--- config.mk ---
export PLATFORM = sky130hd
export DESIGN_NAME = sdram_interface_config
export DESIGN_NICKNAME = d
export VERILOG_FILES = /design/src/pkg/sdram_cfg_pkg.sv /design/src/verilog/sdram_interface_config.sv
export VERILOG_INCLUDE_DIRS = /design/src /design/src/pkg
export SDC_FILE = /design/constraint.sdc
export NUM_CORES = 1
export LEC_CHECK = 0
export BUFFER_PORTS_ARGS = -buffer_cell sky130_fd_sc_hd__buf_2
export CORE_MARGIN = 3
export CORE_UTILIZATION = 30
export CTS_CLUSTER_DIAMETER = 60
export DETAILED_ROUTE_END_ITERATION = 12
export MAX_ROUTING_LAYER = met4
export PLACE_DENSITY = 0.52
export SLEW_MARGIN = 20
export SYNTH_ARGS = -nofsm -noshare
export SYNTH_HDL_FRONTEND = slang
export SYNTH_SLANG_ARGS = --single-unit
--- constraint.sdc ---
create_clock -name clk -period 4.8 [get_ports clk]
set_clock_uncertainty 0.2 [all_clocks]
set_input_delay 0.72 -clock clk [delete_from_list [all_inputs] [get_ports clk]]
set_output_delay 0.72 -clock clk [all_outputs]
set_load 0.02 [all_outputs]
--- src/pkg/sdram_cfg_params.svh ---
// offsets, field positions, reset values and counts of the sdram interface block
`ifndef SDRAM_CFG_PARAMS_SVH
`define SDRAM_CFG_PARAMS_SVH
// How it works
// - after a single read wait the timing-one read turnaround before next command
// - after a single write wait the timing-one write turnaround before next command
// - read latency code selects cas latency: ddr 6=2, 7=2.5; sdr 2=2, 3=3
// - wait the activate-to-access delay between activate and read or write
// - enforce precharge-to-activate and refresh-to-activate delays
// - write latency is counted in half memory clock periods, unscaled in both sdr and ddr
// - sdr counts delays in whole memory clocks, ddr in half periods
// - timing-two sets burst read, burst write and burst read-to-write delays
// - control register is cleared by power-up reset only
// - mode register writes are ignored while mode enable is 0
// - control clock-enable bit drives the memory clock-enable pin through one register stage
// - control type bit: 0 sdr, 1 ddr
// - with refresh enabled, refresh every interval field times 64 memory clocks
// - drive bit: drive data only for writes, or always except for reads
// - port width bit selects 32 or 16 bit bus; the address mapping has its own select bit
// - each strobe gate bit lets its strobe be driven; 0 keeps it undriven
// - soft refresh bit issues one refresh soon, only when unlocked; reads 0
// - soft precharge bit issues precharge-all soon, only when unlocked; reads 0
// - mode register drives bank pins and address bits 11:0 of the command
// - mode write with command bit set issues load-mode on all chip selects
// - clock enable stays low until enabled, then a no-operation is driven
`define A_MODE      9'h100
`define A_CTRL      9'h104
`define A_TIM1      9'h108
`define A_TIM2      9'h10C
`define A_STAT      9'h110
`define A_SDLY      9'h190
`define CTRL_RST    32'h00000000
`define TIM_RST     32'h00000000
`define SDLY_RST    32'h00000000
`define CTRL_MASK   32'hF17F2F00
`define TIM1_MASK   32'hFFF77F70
`define TIM2_MASK   32'hFFFF0000
`define SDLY_MASK   32'h0000000F
`define CT_MODE_EN  31
`define CT_CKE      30
`define CT_DDR      29
`define CT_REF_EN   28
`define CT_UPPER_ADDRESS_MAP_SELECT  24
`define CT_DRIVE    22
`define CT_RINT     21:16
`define CT_PS       13
`define CT_DQS      11:8
`define CT_SREF     2
`define CT_SPRE     1
`define T1_SRD      31:28
`define T1_SWT      27:24
`define T1_RDL      23:20
`define T1_ACT      18:16
`define T1_PRE      14:12
`define T1_REF      11:8
`define T1_WRL      6:4
`define T2_BRD      31:28
`define T2_BWT      27:24
`define T2_BRW      23:20
`define MD_BA       31:30
`define MD_MA       29:18
`define MD_CMD      16
`define REF_LOG2    6
`define LMR_WAIT    8'h04
`define CL_SDR2     4'h2
`define CL_SDR3     4'h3
`define CL_DDR2     4'h6
`define CL_DDR25    4'h7
`define CLH_2       8'h04
`define CLH_25      8'h05
`define CLH_3       8'h06
`endif

--- src/pkg/sdram_cfg_pkg.sv ---
// types of the sdram interface block: controller states and memory commands
package sdram_cfg_pkg;
   typedef enum logic [2:0] {
      S_IDLE  = 3'b001,
      S_OPEN  = 3'b010,
      S_CLOSE = 3'b100
   } state_t;
   // ras_n, cas_n, we_n
   typedef enum logic [2:0] {
      CMD_LMR = 3'b000,
      CMD_REF = 3'b001,
      CMD_PRE = 3'b010,
      CMD_ACT = 3'b011,
      CMD_WR  = 3'b100,
      CMD_RD  = 3'b101,
      CMD_NOP = 3'b111
   } cmd_t;
endpackage

--- src/verilog/sdram_interface_config.sv ---
// sdram configuration registers and command generator on the system clock, paced by the sampled memory clock
`include "sdram_cfg_params.svh"

module sdram_interface_config
   import sdram_cfg_pkg::*;
(
   input  wire logic        clk,
   input  wire logic        rstn,
   input  wire logic        soft_rst,
   input  wire logic [8:0]  avs_address,
   input  wire logic        avs_read,
   input  wire logic        avs_write,
   input  wire logic [31:0] avs_writedata,
   input  wire logic [3:0]  avs_byteenable,
   output logic      [31:0] avs_readdata,
   output logic             avs_waitrequest,
   input  wire logic        acc_req,
   input  wire logic        acc_we,
   input  wire logic        acc_burst,
   input  wire logic        acc_cs,
   input  wire logic [1:0]  acc_bank,
   input  wire logic [12:0] acc_row,
   input  wire logic [9:0]  acc_col,
   output logic             acc_done,
   input  wire logic        mem_clk_in,
   output logic             mem_cke,
   output logic      [1:0]  mem_cs_n,
   output logic             mem_ras_n,
   output logic             mem_cas_n,
   output logic             mem_we_n,
   output logic      [1:0]  bank_select_pins,
   output logic      [12:0] multiplexed_row_col_pins,
   output logic      [1:0]  mem_dq_oe,
   output logic      [3:0]  data_strobe_pins_oe
);

   logic        wait_q;
   logic [31:0] rdata_q;
   logic [31:0] ctrl_q;
   logic [31:0] tim1_q;
   logic [31:0] tim2_q;
   logic [31:0] sdly_q;
   logic        pre_pend_q;
   logic        lmr_pend_q;
   logic        ref_pend_q;
   logic [13:0] lmr_data_q;
   logic [2:0]  mck_q;
   logic [11:0] ref_cnt_q;
   state_t      state_q;
   logic [7:0]  dly_q;
   cmd_t        cmd_q;
   logic [1:0]  cs_n_q;
   logic [1:0]  open_cs_n_q;
   logic [1:0]  ba_q;
   logic [12:0] ma_q;
   logic        done_q;
   logic        rd_win_q;
   logic        wr_win_q;
   logic [1:0]  dq_oe_q;
   logic [3:0]  dqs_oe_q;
   logic        cke_q;
   logic        we_q;

   // ---------------- register bus ----------------
   logic [31:0] be_mask;
   logic [31:0] rd_mux;
   logic        wr_fire;
   logic        rd_take;

   assign be_mask = {{8{avs_byteenable[3]}}, {8{avs_byteenable[2]}},
                     {8{avs_byteenable[1]}}, {8{avs_byteenable[0]}}};
   assign wr_fire = avs_write & ~wait_q;
   assign rd_take = avs_read & wait_q;

   function automatic logic [31:0] merge(input logic [31:0] old);
      merge = (old & ~be_mask) | (avs_writedata & be_mask);
   endfunction

   // one wait cycle per access, so the register path stays a single flop stage
   always_ff @(posedge clk or negedge rstn) begin
      if (!rstn) begin
         wait_q <= 1'b1;
      end else begin
         wait_q <= ~((avs_read | avs_write) & wait_q);
      end
   end

   always_comb begin
      unique case (avs_address)
         `A_CTRL: rd_mux = ctrl_q;
         `A_TIM1: rd_mux = tim1_q;
         `A_TIM2: rd_mux = tim2_q;
         `A_SDLY: rd_mux = sdly_q;
         `A_STAT: rd_mux = {24'h000000, dly_q[3:0], pre_pend_q | lmr_pend_q,
                            state_q};
         default: rd_mux = 32'h00000000;
      endcase
   end

   always_ff @(posedge clk or negedge rstn) begin
      if (!rstn) begin
         rdata_q <= 32'h00000000;
      end else if (rd_take) begin
         rdata_q <= rd_mux;
      end
   end

   // only power-up reset reaches the control register
   always_ff @(posedge clk or negedge rstn) begin
      if (!rstn) begin
         ctrl_q <= `CTRL_RST;
      end else if (wr_fire && avs_address == `A_CTRL) begin
         ctrl_q <= merge(ctrl_q) & `CTRL_MASK;
      end
   end

   always_ff @(posedge clk or negedge rstn) begin
      if (!rstn) begin
         tim1_q <= `TIM_RST;
         tim2_q <= `TIM_RST;
         sdly_q <= `SDLY_RST;
      end else if (soft_rst) begin
         tim1_q <= `TIM_RST;
         tim2_q <= `TIM_RST;
         sdly_q <= `SDLY_RST;
      end else if (wr_fire) begin
         if (avs_address == `A_TIM1) begin
            tim1_q <= merge(tim1_q) & `TIM1_MASK;
         end
         if (avs_address == `A_TIM2) begin
            tim2_q <= merge(tim2_q) & `TIM2_MASK;
         end
         if (avs_address == `A_SDLY) begin
            sdly_q <= merge(sdly_q) & `SDLY_MASK;
         end
      end
   end

   // ---------------- software command requests ----------------
   logic [31:0] wd;
   logic        ctrl_wr;
   logic        pre_set;
   logic        lmr_set;
   logic        ref_set;
   logic        ref_tmo;
   logic        go;
   logic        issue_pre;
   logic        issue_lmr;
   logic        issue_ref;
   logic        issue_act;
   logic        issue_rw;
   logic        issue_cls;

   assign wd      = avs_writedata & be_mask;
   assign ctrl_wr = wr_fire && avs_address == `A_CTRL && ctrl_q[`CT_MODE_EN];
   assign pre_set = ctrl_wr & wd[`CT_SPRE];
   assign ref_set = (ctrl_wr & wd[`CT_SREF]) | ref_tmo;
   assign lmr_set = wr_fire && avs_address == `A_MODE
                    && ctrl_q[`CT_MODE_EN] && wd[`MD_CMD];

   // a new request in the issuing cycle is kept: set wins over clear
   always_ff @(posedge clk or negedge rstn) begin
      if (!rstn) begin
         pre_pend_q <= 1'b0;
         lmr_pend_q <= 1'b0;
         ref_pend_q <= 1'b0;
      end else if (soft_rst) begin
         pre_pend_q <= 1'b0;
         lmr_pend_q <= 1'b0;
         ref_pend_q <= 1'b0;
      end else begin
         pre_pend_q <= pre_set | (pre_pend_q & ~issue_pre);
         lmr_pend_q <= lmr_set | (lmr_pend_q & ~issue_lmr);
         ref_pend_q <= ref_set | (ref_pend_q & ~issue_ref);
      end
   end

   always_ff @(posedge clk or negedge rstn) begin
      if (!rstn) begin
         lmr_data_q <= 14'h0000;
      end else if (lmr_set) begin
         lmr_data_q <= {avs_writedata[`MD_BA], avs_writedata[`MD_MA]};
      end
   end

   // ---------------- memory clock sampling ----------------
   logic mck_rise;
   logic mck_edge;

   always_ff @(posedge clk or negedge rstn) begin
      if (!rstn) begin
         mck_q <= 3'h0;
      end else begin
         mck_q <= {mck_q[1:0], mem_clk_in};
      end
   end

   assign mck_rise = mck_q[1] & ~mck_q[2];
   assign mck_edge = mck_q[1] ^ mck_q[2];

   // periodic refresh: interval field counts units of 64 memory clocks
   always_ff @(posedge clk or negedge rstn) begin
      if (!rstn) begin
         ref_cnt_q <= 12'h000;
      end else if (!ctrl_q[`CT_REF_EN] || ref_tmo) begin
         ref_cnt_q <= 12'(ctrl_q[`CT_RINT]) << `REF_LOG2;
      end else if (mck_rise) begin
         ref_cnt_q <= ref_cnt_q - 12'h001;
      end
   end

   // firing at one, not zero, keeps the period at exactly interval times 64
   assign ref_tmo = ctrl_q[`CT_REF_EN] & mck_rise & (ref_cnt_q <= 12'h001);

   // ---------------- delay arithmetic ----------------
   // the wait counter runs on both memory clock edges, in half periods
   function automatic logic [7:0] hw(input logic [3:0] f);
      hw = ctrl_q[`CT_DDR] ? {4'h0, f} : {3'h0, f, 1'b0};
   endfunction

   logic [7:0] cl_half;
   logic [3:0] brd_max;
   logic [7:0] rw_dly;

   always_comb begin
      unique case (tim1_q[`T1_RDL])
         `CL_SDR2: cl_half = `CLH_2;
         `CL_SDR3: cl_half = `CLH_3;
         `CL_DDR2: cl_half = `CLH_2;
         `CL_DDR25: cl_half = ctrl_q[`CT_DDR] ? `CLH_25 : `CLH_3;
         default: cl_half = `CLH_3;
      endcase
   end

   // after a burst read the next access may be a write, so cover both delays
   assign brd_max = (tim2_q[`T2_BRD] > tim2_q[`T2_BRW]) ? tim2_q[`T2_BRD]
                                                        : tim2_q[`T2_BRW];

   always_comb begin
      if (acc_we) begin
         rw_dly = hw(acc_burst ? tim2_q[`T2_BWT] : tim1_q[`T1_SWT])
                  + {5'h00, tim1_q[`T1_WRL]};
      end else begin
         rw_dly = hw(acc_burst ? brd_max : tim1_q[`T1_SRD]) + cl_half;
      end
   end

   // ---------------- command sequencer ----------------
   // commands leave only with every delay run out; read or write from open, closing precharge from close, others from idle
   assign go        = mck_rise & (dly_q == 8'h00) & ctrl_q[`CT_CKE];
   assign issue_pre = go & (state_q == S_IDLE) & pre_pend_q;
   assign issue_lmr = go & (state_q == S_IDLE) & ~pre_pend_q & lmr_pend_q;
   assign issue_ref = go & (state_q == S_IDLE) & ~pre_pend_q & ~lmr_pend_q
                      & ref_pend_q;
   assign issue_act = go & (state_q == S_IDLE) & ~pre_pend_q & ~lmr_pend_q
                      & ~ref_pend_q & acc_req;
   assign issue_rw  = go & (state_q == S_OPEN);
   assign issue_cls = go & (state_q == S_CLOSE);

   always_ff @(posedge clk or negedge rstn) begin
      if (!rstn) begin
         state_q <= S_IDLE;
      end else if (soft_rst) begin
         state_q <= S_IDLE;
      end else if (issue_act) begin
         state_q <= S_OPEN;
      end else if (issue_rw) begin
         state_q <= S_CLOSE;
      end else if (issue_cls) begin
         state_q <= S_IDLE;
      end
   end

   always_ff @(posedge clk or negedge rstn) begin
      if (!rstn) begin
         dly_q <= 8'h00;
      end else if (soft_rst) begin
         dly_q <= 8'h00;
      end else if (issue_act) begin
         dly_q <= hw({1'b0, tim1_q[`T1_ACT]});
      end else if (issue_rw) begin
         dly_q <= rw_dly;
      end else if (issue_pre || issue_cls) begin
         dly_q <= hw({1'b0, tim1_q[`T1_PRE]});
      end else if (issue_ref) begin
         dly_q <= hw(tim1_q[`T1_REF]);
      end else if (issue_lmr) begin
         dly_q <= `LMR_WAIT;
      end else if (mck_edge && dly_q != 8'h00) begin
         dly_q <= dly_q - 8'h01;
      end
   end

   // a command stands for one memory clock period, then no-operation
   always_ff @(posedge clk or negedge rstn) begin
      if (!rstn) begin
         cmd_q  <= CMD_NOP;
         cs_n_q <= 2'h3;
         open_cs_n_q <= 2'h3;
         ba_q   <= 2'h0;
         ma_q   <= 13'h0000;
      end else if (issue_pre) begin
         cmd_q  <= CMD_PRE;
         cs_n_q <= 2'h0;
         ma_q   <= 13'h0400;
      end else if (issue_lmr) begin
         cmd_q  <= CMD_LMR;
         cs_n_q <= 2'h0;
         ba_q   <= lmr_data_q[13:12];
         ma_q   <= {1'b0, lmr_data_q[11:0]};
      end else if (issue_ref) begin
         cmd_q  <= CMD_REF;
         cs_n_q <= 2'h0;
      end else if (issue_act) begin
         cmd_q  <= CMD_ACT;
         cs_n_q <= acc_cs ? 2'h1 : 2'h2;
         open_cs_n_q <= acc_cs ? 2'h1 : 2'h2;
         ba_q   <= acc_bank;
         // top row pin only carries address in the upper mapping
         ma_q   <= {acc_row[12] & ctrl_q[`CT_UPPER_ADDRESS_MAP_SELECT], acc_row[11:0]};
      end else if (issue_rw) begin
         // access and closing precharge go to the chip that took the activate
         cmd_q  <= acc_we ? CMD_WR : CMD_RD;
         cs_n_q <= open_cs_n_q;
         ma_q   <= {3'h0, acc_col};
      end else if (issue_cls) begin
         cmd_q  <= CMD_PRE;
         cs_n_q <= open_cs_n_q;
         ma_q   <= 13'h0000;
      end else if (mck_rise) begin
         cmd_q  <= CMD_NOP;
         cs_n_q <= 2'h3;
      end
   end

   always_ff @(posedge clk or negedge rstn) begin
      if (!rstn) begin
         done_q <= 1'b0;
         we_q   <= 1'b0;
      end else begin
         done_q <= issue_rw;
         we_q   <= issue_rw ? acc_we : we_q;
      end
   end

   // data windows run from the read or write until the precharge
   always_ff @(posedge clk or negedge rstn) begin
      if (!rstn) begin
         rd_win_q <= 1'b0;
         wr_win_q <= 1'b0;
      end else if (issue_rw) begin
         rd_win_q <= ~acc_we;
         wr_win_q <= acc_we;
      end else if (issue_cls || soft_rst) begin
         rd_win_q <= 1'b0;
         wr_win_q <= 1'b0;
      end
   end

   // ---------------- pin drive ----------------
   logic drive_now;

   // drive-always keeps unterminated lines from floating between reads
   assign drive_now = ctrl_q[`CT_DRIVE] ? ~rd_win_q : wr_win_q;

   always_ff @(posedge clk or negedge rstn) begin
      if (!rstn) begin
         dq_oe_q  <= 2'h0;
         dqs_oe_q <= 4'h0;
         cke_q    <= 1'b0;
      end else begin
         dq_oe_q  <= {drive_now, drive_now & ~ctrl_q[`CT_PS]};
         dqs_oe_q <= {4{drive_now}} & ctrl_q[`CT_DQS];
         cke_q    <= ctrl_q[`CT_CKE];
      end
   end

   assign avs_readdata             = rdata_q;
   assign avs_waitrequest          = wait_q;
   assign acc_done                 = done_q;
   assign mem_cke                  = cke_q;
   assign mem_cs_n                 = cs_n_q;
   assign {mem_ras_n, mem_cas_n, mem_we_n} = cmd_q;
   assign bank_select_pins         = ba_q;
   assign multiplexed_row_col_pins = ma_q;
   assign mem_dq_oe                = dq_oe_q;
   assign data_strobe_pins_oe      = dqs_oe_q;
endmodule

## After elaboration in Yosys (flattened, before gate mapping)

Index checks and enable logic that the tools add are counted.

- Word-level logic and storage cells: 196
- Flip-flop bits (word level): 221
- Input port bits: 80

- Equality and inequality tests: 14
- Add/sub/neg operators: 4
- $lt $le $gt $ge: 2
- Reduce and logical (&&, ||, !) cells: 30
- Bitwise logic cells: 55
- Mux-type cells: 66

Operators with widths:

| kind | count |
|---|---|
| 32-bit 2-to-1 mux | 9 |
| 32-bit case mux with 5 select lines | 1 |
| 32-bit AND | 4 |
| 32-bit bitwise OR | 3 |
| 13-bit 2-to-1 mux | 6 |
| 8-bit 2-to-1 mux | 8 |
| 9-bit equality test (second input constant) | 6 |
| 3-bit 2-to-1 mux | 11 |
| 32-bit inverter | 1 |
| 1-bit AND | 25 |
| 12-bit 2-to-1 mux | 2 |
| 2-bit 2-to-1 mux | 12 |
| 4-bit 2-to-1 mux | 5 |
| 5-bit 2-to-1 mux | 3 |
| 2-bit nonzero test | 7 |
| 7-bit nonzero test | 2 |
| 12-bit by 1-bit <= comparator with 1-bit output (second input constant) | 1 |
| 1-bit inverter | 12 |
| 12-bit by 1-bit subtractor with 12-bit output (second input constant) | 1 |
| 5-bit by 8-bit adder with 8-bit output | 1 |
| 4-bit AND | 2 |
| 4-bit by 3-bit equality test with 1-bit output (second input constant) | 2 |
| 8-bit zero test | 1 |
| 1-bit 2-to-1 mux | 8 |
| other kinds (23) | 38 |

## Longest topological paths before layout

Gate-level depths: netlist of the first run.

- Depth after elaboration: 13
- Gate-level depth with buffers: 16

## Worst setup path before layout of the first run

OpenSTA, ideal clock, no wires.

- Path type: input -> register
- Start point: in acc_burst
- End point: reg dly_q[4]
- Setup time: 0.104 ns
- Path buffers: 2
- Path slack: 1.078 ns
- Stages: 15
- Arrival: 3.419 ns
- Cells stage by stage: clkbuf_1 > buf_1 > nand2_1 > a21oi_1 > mux2i_1 > a21oi_1 > a21o_1 > inv_1 > fa_1 > inv_1 > o21bai_1 > a32oi_1 > xor2_1 > or4_1 > a221oi_1

- Word-level cells in the longest chain between the ends: 7
- Elaborated cells between the ends (all ways): 10
- Classes of those cells: add/sub (2); mux (8)

RTL lines:

| item | line | text |
|---|---|---|
| from (decl) | sdram_interface_config.sv:19 | `input wire logic acc_burst,` |
| 4-bit 2-to-1 mux, on equally long branches | sdram_interface_config.sv:244, sdram_interface_config.sv:241 |  |
| 5-bit 2-to-1 mux | sdram_interface_config.sv:218 | `` hw = ctrl_q[`CT_DDR] ? {4'h0, f} : {3'h0, f, 1'b0}; `` |
| 5-bit by 8-bit adder with 8-bit output / 5-bit by 3-bit adder with 6-bit output (equally long branches) | sdram_interface_config.sv:244, sdram_interface_config.sv:241 |  |
| 8-bit 2-to-1 mux * | sdram_interface_config.sv:240 | `if (acc_we) begin` |
| 8-bit 2-to-1 mux * | sdram_interface_config.sv:281 | `end else if (issue_rw) begin` |
| 8-bit 2-to-1 mux * | sdram_interface_config.sv:279 | `end else if (issue_act) begin` |
| 8-bit 2-to-1 mux * | sdram_interface_config.sv:277 | `end else if (soft_rst) begin` |
| to (signal assigned) | sdram_interface_config.sv:280 | `` dly_q <= hw({1'b0, tim1_q[`T1_ACT]}); `` |
| to (signal assigned) | sdram_interface_config.sv:282 | `dly_q <= rw_dly;` |
| to (signal assigned) | sdram_interface_config.sv:284 | `` dly_q <= hw({1'b0, tim1_q[`T1_PRE]}); `` |
| to (decl) | sdram_interface_config.sv:50 | `logic [7:0] dly_q;` |

Mark *: on every way between the ends. The rest lies on a longest branch, timed or not.
A chain may end at the register's enable or synchronous reset.

## Worst setup path after layout of the first run

- Start point: reg tim2_q[30]
- End point: reg dly_q[4]

- Word-level cells in the longest chain between the ends: 9

RTL lines:

| item | line | text |
|---|---|---|
| from (decl) | sdram_interface_config.sv:41 | `logic [31:0] tim2_q;` |
| from (signal assigned) | sdram_interface_config.sv:120 | `` tim2_q <= `TIM_RST; `` |
| from (signal assigned) | sdram_interface_config.sv:124 | `` tim2_q <= `TIM_RST; `` |
| from (signal assigned) | sdram_interface_config.sv:131 | `` tim2_q <= merge(tim2_q) & `TIM2_MASK; `` |
| 4-bit > comparator | sdram_interface_config.sv:236 | `` assign brd_max = (tim2_q[`T2_BRD] > tim2_q[`T2_BRW]) ? tim2_q[`T2_BRD] `` |
| 4-bit 2-to-1 mux * | sdram_interface_config.sv:236 |  |
| 4-bit 2-to-1 mux * | sdram_interface_config.sv:244 | `` rw_dly = hw(acc_burst ? brd_max : tim1_q[`T1_SRD]) + cl_half; `` |
| 5-bit 2-to-1 mux * | sdram_interface_config.sv:218 |  |
| 5-bit by 8-bit adder with 8-bit output * | sdram_interface_config.sv:244 |  |
| 8-bit 2-to-1 mux * | sdram_interface_config.sv:240 |  |
| 8-bit 2-to-1 mux * | sdram_interface_config.sv:281 |  |
| 8-bit 2-to-1 mux * | sdram_interface_config.sv:279 |  |
| 8-bit 2-to-1 mux * | sdram_interface_config.sv:277 |  |

Marked as above.

==> results.yml, run 1 <==
synthesis:
  synth_area_mm2: 0.00869
  ys_seq_elements: 169
  synth_nets: 979
  synthXorXnorAreaFrac_pct: 1.61
  yosys.area_share.simple_pct: 17.7
  synth-seq-area-share_pct: 48.8
  synth_ff_type: "dfrtp_1"
  yosysWarnings: 0
  synth_compound_area_share_pct: 12.8
  yosysUniqueCellTypes: 67
  synth-adder-area-share_pct: 2.33
  syn-instance-count: 884
  muxShareOfSynthArea_pct: 13.3
  synth_top_family_by_area: "simple AND/OR/NAND/NOR gates"
  synth-edff-count: 0
  synth.avg_cell_area_um2: 9.83
  ys_async_sr_fraction_pct: 100
setup_path:
  reg2regPathDepth: 15
  critical_path_class: "reg -> reg"
  cp-start-kind: "register"
  worst-path-buf-inv: 2
  timing.rr.start: "tim2_q[30]"
  worst_path_max_delay_cell: "dfrtp_1"
  cp_cell_sequence: "ha_1 > o21a_1 > o21ai_0 > o21ai_0 > a31oi_1 > and2_1 > ha_1 > inv_1 > fa_1 > inv_1 > o21bai_1 > a32oi_1 > xor2_1 > or4_1 > a221oi_1"
  cp_top_family: "compound AO/OA/AOI/OAI gates"
  r2r_slack_ns: 0.79
  end_kind: "register"
  crit_path_max_incr_delay_ns: 0.45
  crit_path_end: "dly_q[4]"
  crit_start: "tim2_q[30]"
  crit_fanout: 4
  rr_endpoint: "dly_q[4]"
  worst_ep_arrival_time_ns: 4.14
  path_depth: 15
  worstPathRequired_ns: 4.93
routing:
  drtIter0Drc: 498
  via_per_inst: 4.97
  routed_wl_um: 26100
  drtAntennaViolNets: 0
  wire_per_inst_um: 18.6
  first_pass_iters: 4
  drc: 0
  vias: 6967
grt:
  grt-ovfl-total: 0
  gr-usage-met3_pct: 3.01
  grt_pass1_wl_um: 41100
  busiest_layer: "met2"
  grtUsageMet2_pct: 28.0
  grt_max_degree: 79
  grt_antenna_before_repair: 4
  grt_usage_pct: 17.5
  first_global_vias: 7043
  grt_util_met1_pct: 23.7
final_layout:
  final_cell_mix: "dfrtp_1, buf_2, nand2_1, nor2_1, mux2i_1"
  nets: 1100
  final_layout_size_suffix_gt1_share_pct: 23.7
  final_common_cell: "dfrtp_1"
  synthToLayoutAreaGrowth_pct: 19.1
clocking:
  clk_latency_ns: 0.43
  cts_setup_buffers: 0
  cts_tree: "done"
  cts_buffers: 17
  clkTransAtPathRegs_ns: 0.07
  clk_path_buf_depth: 2
  htree_num_levels: 4
  cts_resized: 0
  root_buffer: "clkbuf_16"
  cts_sinks: 169
  cts_hold_buf: 0
timing:
  drv_slew: 0
  fmax_ghz: 0.249
  worstMarginPinSlew_ns: 1.03
  finalSetupTns_ns: 0
  hold_violations: 0
  fin_crit_sh_pct: 83.6
  rsz0062_at_grt: "false"
  relSlewSlack_pct: 31.2
  fin_crit_ns: 4.01
  setup_viol: 0
power:
  sw_frac_of_total_pct: 28.7
  power_mw: 3.24
  p_leak_nw: 5.04
  p_int_mw: 2.31
  pwr-share-comb_pct: 12.9
  power_frac_seq_pct: 46.5
  vdd_ir_drop_max_v: 0.000262
  pwr-share-clk_pct: 40.5
  power_switching_mw: 0.929
  power_density_mw_per_mm2: 313
die:
  num_rows: 61
  die-area_mm2: 0.0310
  initial_utilization_pct: 30.8
  die-height_um: 176
  pin_count: 141
  die_w_um: 176
  core_mm2: 0.0282
run:
  cap_violations: 0
placement:
  gp_congestion: 0.908
  dp.final_hpwl_um: 19300
  port_buffers: 137
hold_path:
  hold_class: "in -> async"
run_status:
  outcome: "complete, no violations"
[through the flow]
stage | instances | area [um^2] | hold slack, ns | setup slack (ns) | util (%)
after global routing | 1400 | 10300 | 0.123 | 0.444 | 36.7
after floorplan | 884 | 8690 | 0.131 | 1.08 | -
final | 1401 | 10300 | 0.0896 | 0.788 | 36.7
after detailed placement | 1364 | 9790 | 0.142 | 0.812 | 34.7
after global placement | 1364 | 9790 | 0.137 | 0.874 | 34.7
after CTS | 1396 | 10300 | 0.107 | 0.802 | 36.7
[layer usage]
layer  vias to the layer above  routed length, um
met3                        14               1040
met1                      3450              12300
met5                         -                  0
met2                       134              12500
li1                       3369                  -
met4                         0                209
[power groups by stage]
stage | combinational (mW) | sequential [mW] | clock, mW
finish | 0.419 | 1.51 | 1.31
global route | 0.469 | 1.51 | 1.42
CTS | 0.423 | 1.51 | 1.35
detailed placement | 0.420 | 1.53 | 0
global placement | 0.418 | 1.53 | 0
floorplan | 0.265 | 1.52 | 0
[area by class of cell]
cell class	count	area, um^2
multi-input combinational	642	4170
clock buffer	19	433
antenna	5	12.5
tap	378	473
fill	2900	17800
clock inverter	13	113
sequential	169	4240
inverter	22	82.6
timing repair buffer	153	825
[worst register-to-register path, stage by stage (launching register included)]
cell and delay, ns:
dfrtp_1 0.45, ha_1 0.32, o21a_1 0.20, o21ai_0 0.38, o21ai_0 0.14, a31oi_1 0.23, and2_1 0.16, ha_1 0.17
inv_1 0.06, fa_1 0.38, inv_1 0.15, o21bai_1 0.08, a32oi_1 0.26, xor2_1 0.09, or4_1 0.41, a221oi_1 0.26
[synth_stat cells, types with 4 or more instances]
master / n / area, um^2
nor3b_1: 4 / 30.0
or4_1: 5 / 37.5
a21oi_1: 39 / 195
inv_1: 22 / 82.6
a21o_1: 6 / 45.0
buf_1: 4 / 15.0
o31ai_1: 13 / 97.6
dfstp_2: 9 / 236
a31oi_1: 4 / 25.0
o21ai_0: 42 / 210
xnor2_1: 11 / 96.3
and2_1: 12 / 75.1
mux2_2: 37 / 417
nor4_1: 4 / 25.0
nor2b_1: 11 / 68.8
dfrtp_1: 160 / 4000
nand2b_1: 8 / 50.1
ha_1: 13 / 163
o22ai_1: 6 / 37.5
nor3_1: 20 / 100
a22oi_1: 23 / 173
xor2_1: 5 / 43.8
o21a_1: 4 / 30.0
clkbuf_1: 38 / 143
mux2i_1: 74 / 741
nor2_1: 104 / 390
nand2_1: 107 / 402
nand3_1: 23 / 115
nand4_1: 7 / 43.8
buf_2: 7 / 35.0
and3_1: 7 / 43.8
[logic make-up after synthesis]
kind of cell,Yosys count
simple gates,328
other cells,1
buf+inv,73
xor+xnor,16
compound gates,171
flops,169
fa+ha+maj,15
mux,111
[worst min path at each step]
stage	from	to	slack, ns
2_1_floorplan	mck_q[0]	mck_q[1]	0.13
3_3_place_gp	mck_q[0]	mck_q[1]	0.14
3_5_place_dp	mck_q[0]	mck_q[1]	0.14
4_1_cts	rstn	multiplexed_row_col_pins[8]	0.11
5_1_grt	rstn	dly_q[0]	0.12
6_report	rstn	dly_q[0]	0.09
Power figures use the tool's default switching activity.
==> inputs of run 2 (changes only) <==
==> constraint.sdc (replaced) <==
create_clock -name clk -period 4.21 [get_ports clk]
set_clock_uncertainty 0.2 [all_clocks]
set_input_delay 0.6315 -clock clk [delete_from_list [all_inputs] [get_ports clk]]
set_output_delay 0.6315 -clock clk [all_outputs]
set_load 0.02 [all_outputs]
==> results.yml, run 2 (synthesis gave the netlist of run 1 again) <==
timing:
  worstMarginPinSlew_ns: 1.04
  rsz0062_at_grt: "false"
  timing.hold.ws_ns: -0.00866
  fmax_ghz: 0.255
  hold_violations: 1
  fin_crit_ns: 3.93
  fin_crit_sh_pct: 93.3
  drv_slew: 0
  relSlewSlack_pct: 30.8
  worst_slack_ns: 0.284
  setup_viol: 0
  finalSetupTns_ns: 0
setup_path:
  critical_path_class: "reg -> reg"
  crit_fanout: 5
  worstPathRequired_ns: 4.35
  worst_ep_arrival_time_ns: 4.06
  r2r_slack_ns: 0.28
  reg2regPathDepth: 16
  timing.rr.start: "tim2_q[23]"
  cp-start-kind: "register"
  end_kind: "register"
  rr_endpoint: "dly_q[4]"
final_layout:
  nets: 1102
  stdcell_count: 1403
  multi_input_area_mm2: 0.00417
  fillers: 2874
  synthToLayoutAreaGrowth_pct: 20.3
  final_layout_size_suffix_gt1_share_pct: 24.1
  final_cell_mix: "dfrtp_1, buf_2, nand2_1, nor2_1, mux2i_1"
  final_common_cell: "dfrtp_1"
  regArea_mm2: 0.00424
grt:
  busiest_layer: "met2"
  grt_pass1_wl_um: 41200
  grt_usage_pct: 17.6
  grtUsageMet2_pct: 27.3
  grt_antenna_before_repair: 4
  first_global_vias: 6968
  grt_max_degree: 69
  gr-usage-met3_pct: 3.20
  grt_util_met1_pct: 24.0
  grt-ovfl-total: 0
hold_path:
  hold_class: "in -> async"
run_status:
  violations: "hold timing"
  outcome: "finished, violations left"
die:
  num_rows: 61
  die-area_mm2: 0.0310
  die_w_um: 176
  core_mm2: 0.0282
  pin_count: 141
  initial_utilization_pct: 30.8
  die-height_um: 176
routing:
  first_pass_iters: 5
  drtAntennaViolNets: 0
  vias: 7040
  drc: 0
  wire_per_inst_um: 18.7
  drtIter0Drc: 465
  routed_wl_um: 26300
  via_per_inst: 5.02
clocking:
  clk_latency_ns: 0.43
  cts_tree: "done"
  clkTransAtPathRegs_ns: 0.08
  root_buffer: "clkbuf_16"
  htree_num_levels: 4
  cts_sinks: 169
  cts_hold_buf: 0
  cts_buffers: 17
  clk_path_buf_depth: 2
power:
  power_density_mw_per_mm2: 374
  vdd_ir_drop_max_v: 0.000267
  p_leak_nw: 5.10
placement:
  pre_cts_slack_ns: 0.221
  dp.final_hpwl_um: 19500
  dp.cells: 1366
  port_buffers: 137
  gp_congestion: 0.902
run:
  cap_violations: 0
## run 2: cell types whose count changed in the layout (fill, tap and decap cells not counted), sizes merged
cell	before	now
clkbuf	19	17
buf	153	155
bufinv	0	3
clkinvlp	2	1
clkinv	3	2
inv	30	31
## run 2: timing repair
action | CTS | global route
setup endpoints to repair | 0 | 1
resized for setup | 0 | 1
setup buffers | 0 | 0
## run 2: critical path, stage by stage (launching register included)
cell and delay (ns):
dfrtp_1 0.41, inv_1 0.06, ha_1 0.23, nor3_2 0.24
and2_1 0.28, o21ai_0 0.13, a31oi_1 0.25, and2_1 0.17
ha_1 0.16, inv_1 0.05, fa_1 0.38, inv_1 0.15
o21bai_1 0.08, a32oi_1 0.25, xor2_1 0.09, or4_1 0.42
a221oi_1 0.27
## run 2: final cells by class
type,count,share of cell area (%)
flip-flops and latches,169,40.6
multi-input cells,642,39.9
repair buffers,155,8.04
well taps,378,4.53
clock buffers,17,4.07
clock inverters,15,1.94
inverters,22,0.791
diodes,5,0.120
## run 2: per-layer routing
layer / part of all wire, % / vias up
met2: 47 / 173
li1: - / 3396
met4: 1.1 / 0
met5: 0 / -
met3: 4.9 / 22
met1: 47 / 3449
## run 2: worst max path at each step
stage	end	depth (start not counted)	slack (ns)	from
3_3_place_gp	dly_q[4]	16	0.31	tim2_q[23]
5_1_grt	dly_q[4]	16	0.02	tim2_q[22]
4_1_cts	dly_q[4]	16	0.20	tim2_q[23]
3_5_place_dp	dly_q[4]	16	0.22	tim2_q[23]
6_report	dly_q[4]	16	0.28	tim2_q[23]
2_1_floorplan	dly_q[4]	15	0.58	acc_burst
## run 2: power by group
part	internal (mW)	leakage (nW)	switching, mW
clock	0.961	0.307	0.746
sequential	1.66	2.31	0.0547
combinational	0.194	2.48	0.287
total	2.82	5.10	1.09
## run 2: through the flow
step                      utilization (%)  power, mW  area [um^2]
after floorplan                         -       2.04         8690
after global placement               34.8       2.22         9800
after global routing                 37.1       4.09        10400
final                                37.1       3.91        10400
after detailed placement             34.8       2.23         9800
after CTS                            37.0       3.95        10400
==> inputs of run 3 (changes only) <==
--- a/config.mk
+++ b/config.mk
@@ -6,13 +6,14 @@
 export SDC_FILE = /design/constraint.sdc
 export NUM_CORES = 1
 export LEC_CHECK = 0
-export BUFFER_PORTS_ARGS = -buffer_cell sky130_fd_sc_hd__buf_2
 export CORE_MARGIN = 3
 export CORE_UTILIZATION = 30
 export CTS_CLUSTER_DIAMETER = 60
 export DETAILED_ROUTE_END_ITERATION = 12
+export DONT_BUFFER_PORTS = 1
 export MAX_ROUTING_LAYER = met4
-export PLACE_DENSITY = 0.52
+export PLACE_DENSITY = 0.48
+export SETUP_SLACK_MARGIN = 0.15
 export SLEW_MARGIN = 20
 export SYNTH_ARGS = -nofsm -noshare
 export SYNTH_HDL_FRONTEND = slang
==> results.yml, run 3 (synthesis gave the netlist of run 1 again) <==
timing:
  finalSetupTns_ns: 0
  worst_slack_ns: 0.406
  timing.hold.ws_ns: -0.301
  fin_crit_ns: 3.80
  worstMarginPinSlew_ns: 0.996
  relSlewSlack_pct: 33.6
  drv_slew: 0
  fmax_ghz: 0.263
  hold_violations: 169
  setup_viol: 0
  rsz0062_at_grt: "false"
  fin_crit_sh_pct: 90.4
placement:
  port_buffers: 0
  dp.final_hpwl_um: 18900
  gp_congestion: 0.845
  pre_cts_slack_ns: 0.298
  dp.cells: 1226
clocking:
  clkTransAtPathRegs_ns: 0.08
  clk_path_buf_depth: 2
  htree_num_levels: 4
  clk_latency_ns: 0.44
  root_buffer: "clkbuf_16"
  cts_sinks: 169
  cts_tree: "done"
  cts_buffers: 17
run_status:
  outcome: "finished, violations left"
  violations: "hold timing"
setup_path:
  cp_cell_sequence: "inv_1 > ha_1 > nor3_2 > and2_2 > o21ai_0 > a31oi_1 > and2_1 > ha_1 > inv_1 > fa_1 > inv_1 > o21bai_1 > a32oi_1 > xor2_1 > or4_1 > a221oi_1"
  cp-start-kind: "register"
  reg2regPathDepth: 16
  worst_path_max_delay_cell: "or4_1"
  cp_common_cell: "inv_1"
  worst_ep_arrival_time_ns: 3.94
  crit_fanout: 5
  timing.rr.start: "tim2_q[23]"
  rr_endpoint: "dly_q[4]"
  r2r_slack_ns: 0.41
  worstPathRequired_ns: 4.34
  end_kind: "register"
  crit_path_max_incr_delay_ns: 0.41
  critical_path_class: "reg -> reg"
die:
  die-area_mm2: 0.0310
  core_mm2: 0.0282
  pin_count: 141
  initial_utilization_pct: 30.8
  die_w_um: 176
  num_rows: 61
  die-height_um: 176
power:
  vdd_ir_drop_max_v: 0.000273
  pwr-share-comb_pct: 9.7
  p_int_mw: 2.66
  power_switching_mw: 1.00
  sw_frac_of_total_pct: 27.4
  power_frac_seq_pct: 47.2
  pwr-share-clk_pct: 43.0
  power_density_mw_per_mm2: 379
  p_leak_nw: 4.43
routing:
  vias: 6547
  drtIter0Drc: 350
  routed_wl_um: 26200
  via_per_inst: 5.20
  drtAntennaViolNets: 0
  wire_per_inst_um: 20.9
  drc: 0
  first_pass_iters: 5
grt:
  first_global_vias: 6481
  grt_max_degree: 170
  grt_usage_pct: 17.7
  grt_antenna_before_repair: 0
  grt-ovfl-total: 0
  grt_pass1_wl_um: 40600
final_layout:
  final_common_cell: "dfrtp_1"
  synthToLayoutAreaGrowth_pct: 11.1
  final_layout_size_suffix_gt1_share_pct: 12.4
  antenna_cells: 0
  final_cell_mix: "dfrtp_1, nand2_1, nor2_1, mux2i_1, o21ai_0"
  stdcell_count: 1258
  nets: 962
hold_path:
  hold_class: "in -> async"
run:
  cap_violations: 0
## run 3: cell count changes in the layout (fill, tap and decap cells not counted), moves of 2 or more
cell and delta:
buf_4 -2, bufinv_16 -2, inv_6 -3, clkinv_4 +3, buf_2 -136, diode_2 -5
## run 3: per-stage QoR
| stage | util, % | hold WS (ns) | area (um^2) | power, mW |
|---|---|---|---|---|
| after floorplan | - | 0.131 | 8690 | 2.04 |
| after global placement | 32.2 | 0.135 | 9080 | 2.11 |
| after detailed placement | 32.2 | 0.137 | 9080 | 2.11 |
| after CTS | 34.3 | -0.331 | 9650 | 3.70 |
| after global routing | 34.3 | -0.336 | 9650 | 3.82 |
| final | 34.3 | -0.301 | 9650 | 3.66 |
## run 3: layer usage
layer	wire [um]	track usage (%)	vias up
met5	0	-	-
met4	447	4.98	0
met3	1710	5.27	20
met2	12100	26.8	155
met1	12000	23.1	3269
li1	-	-	3103
## run 3: what timing repair did
item / in CTS / in global routing
endpoints found under the hold margin: 169 / 169
resized for setup: 0 / 4
setup buffers: 0 / 0
endpoints found under the setup margin: 0 / 1
## run 3: critical path, delay by kind of cell, from the launching register on
| family | cells | cell delay, ns |
|---|---|---|
| xor+xnor | 1 | 0.09 |
| buf+inv | 3 | 0.25 |
| fa+ha+maj | 3 | 0.77 |
| compound gates | 5 | 0.91 |
| flops | 1 | 0.40 |
| simple gates | 4 | 1.07 |
## run 3: power by group through the flow
stage	registers, mW	clock network, mW	logic (mW)
after floorplan	1.74	0	0.302
after global placement	1.76	0	0.348
after detailed placement	1.76	0	0.353
after CTS	1.73	1.62	0.355
after global routing	1.74	1.68	0.400
final	1.73	1.58	0.356
## run 3: worst max path at each step
| stage | startpoint | to | slack (ns) | cells after the start |
|---|---|---|---|---|
| after floorplan | acc_burst | dly_q[4] | 0.58 | 15 |
| after global placement | tim2_q[23] | dly_q[4] | 0.31 | 16 |
| after detailed placement | tim2_q[23] | dly_q[4] | 0.30 | 16 |
| after CTS | tim2_q[23] | dly_q[4] | 0.28 | 16 |
| after global routing | tim2_q[23] | dly_q[4] | 0.19 | 16 |
| final | tim2_q[23] | dly_q[4] | 0.41 | 16 |
## run 3: area by class of cell
| type | count | area, um^2 |
|---|---|---|
| Multi-Input combinational cell | 642 | 4180 |
| Timing Repair Buffer | 15 | 113 |
| Clock inverter | 14 | 139 |
| Sequential cell | 169 | 4240 |
| Inverter | 22 | 82.6 |
| Fill cell | 2848 | 18500 |
| Clock buffer | 18 | 429 |
| Tap cell | 378 | 473 |
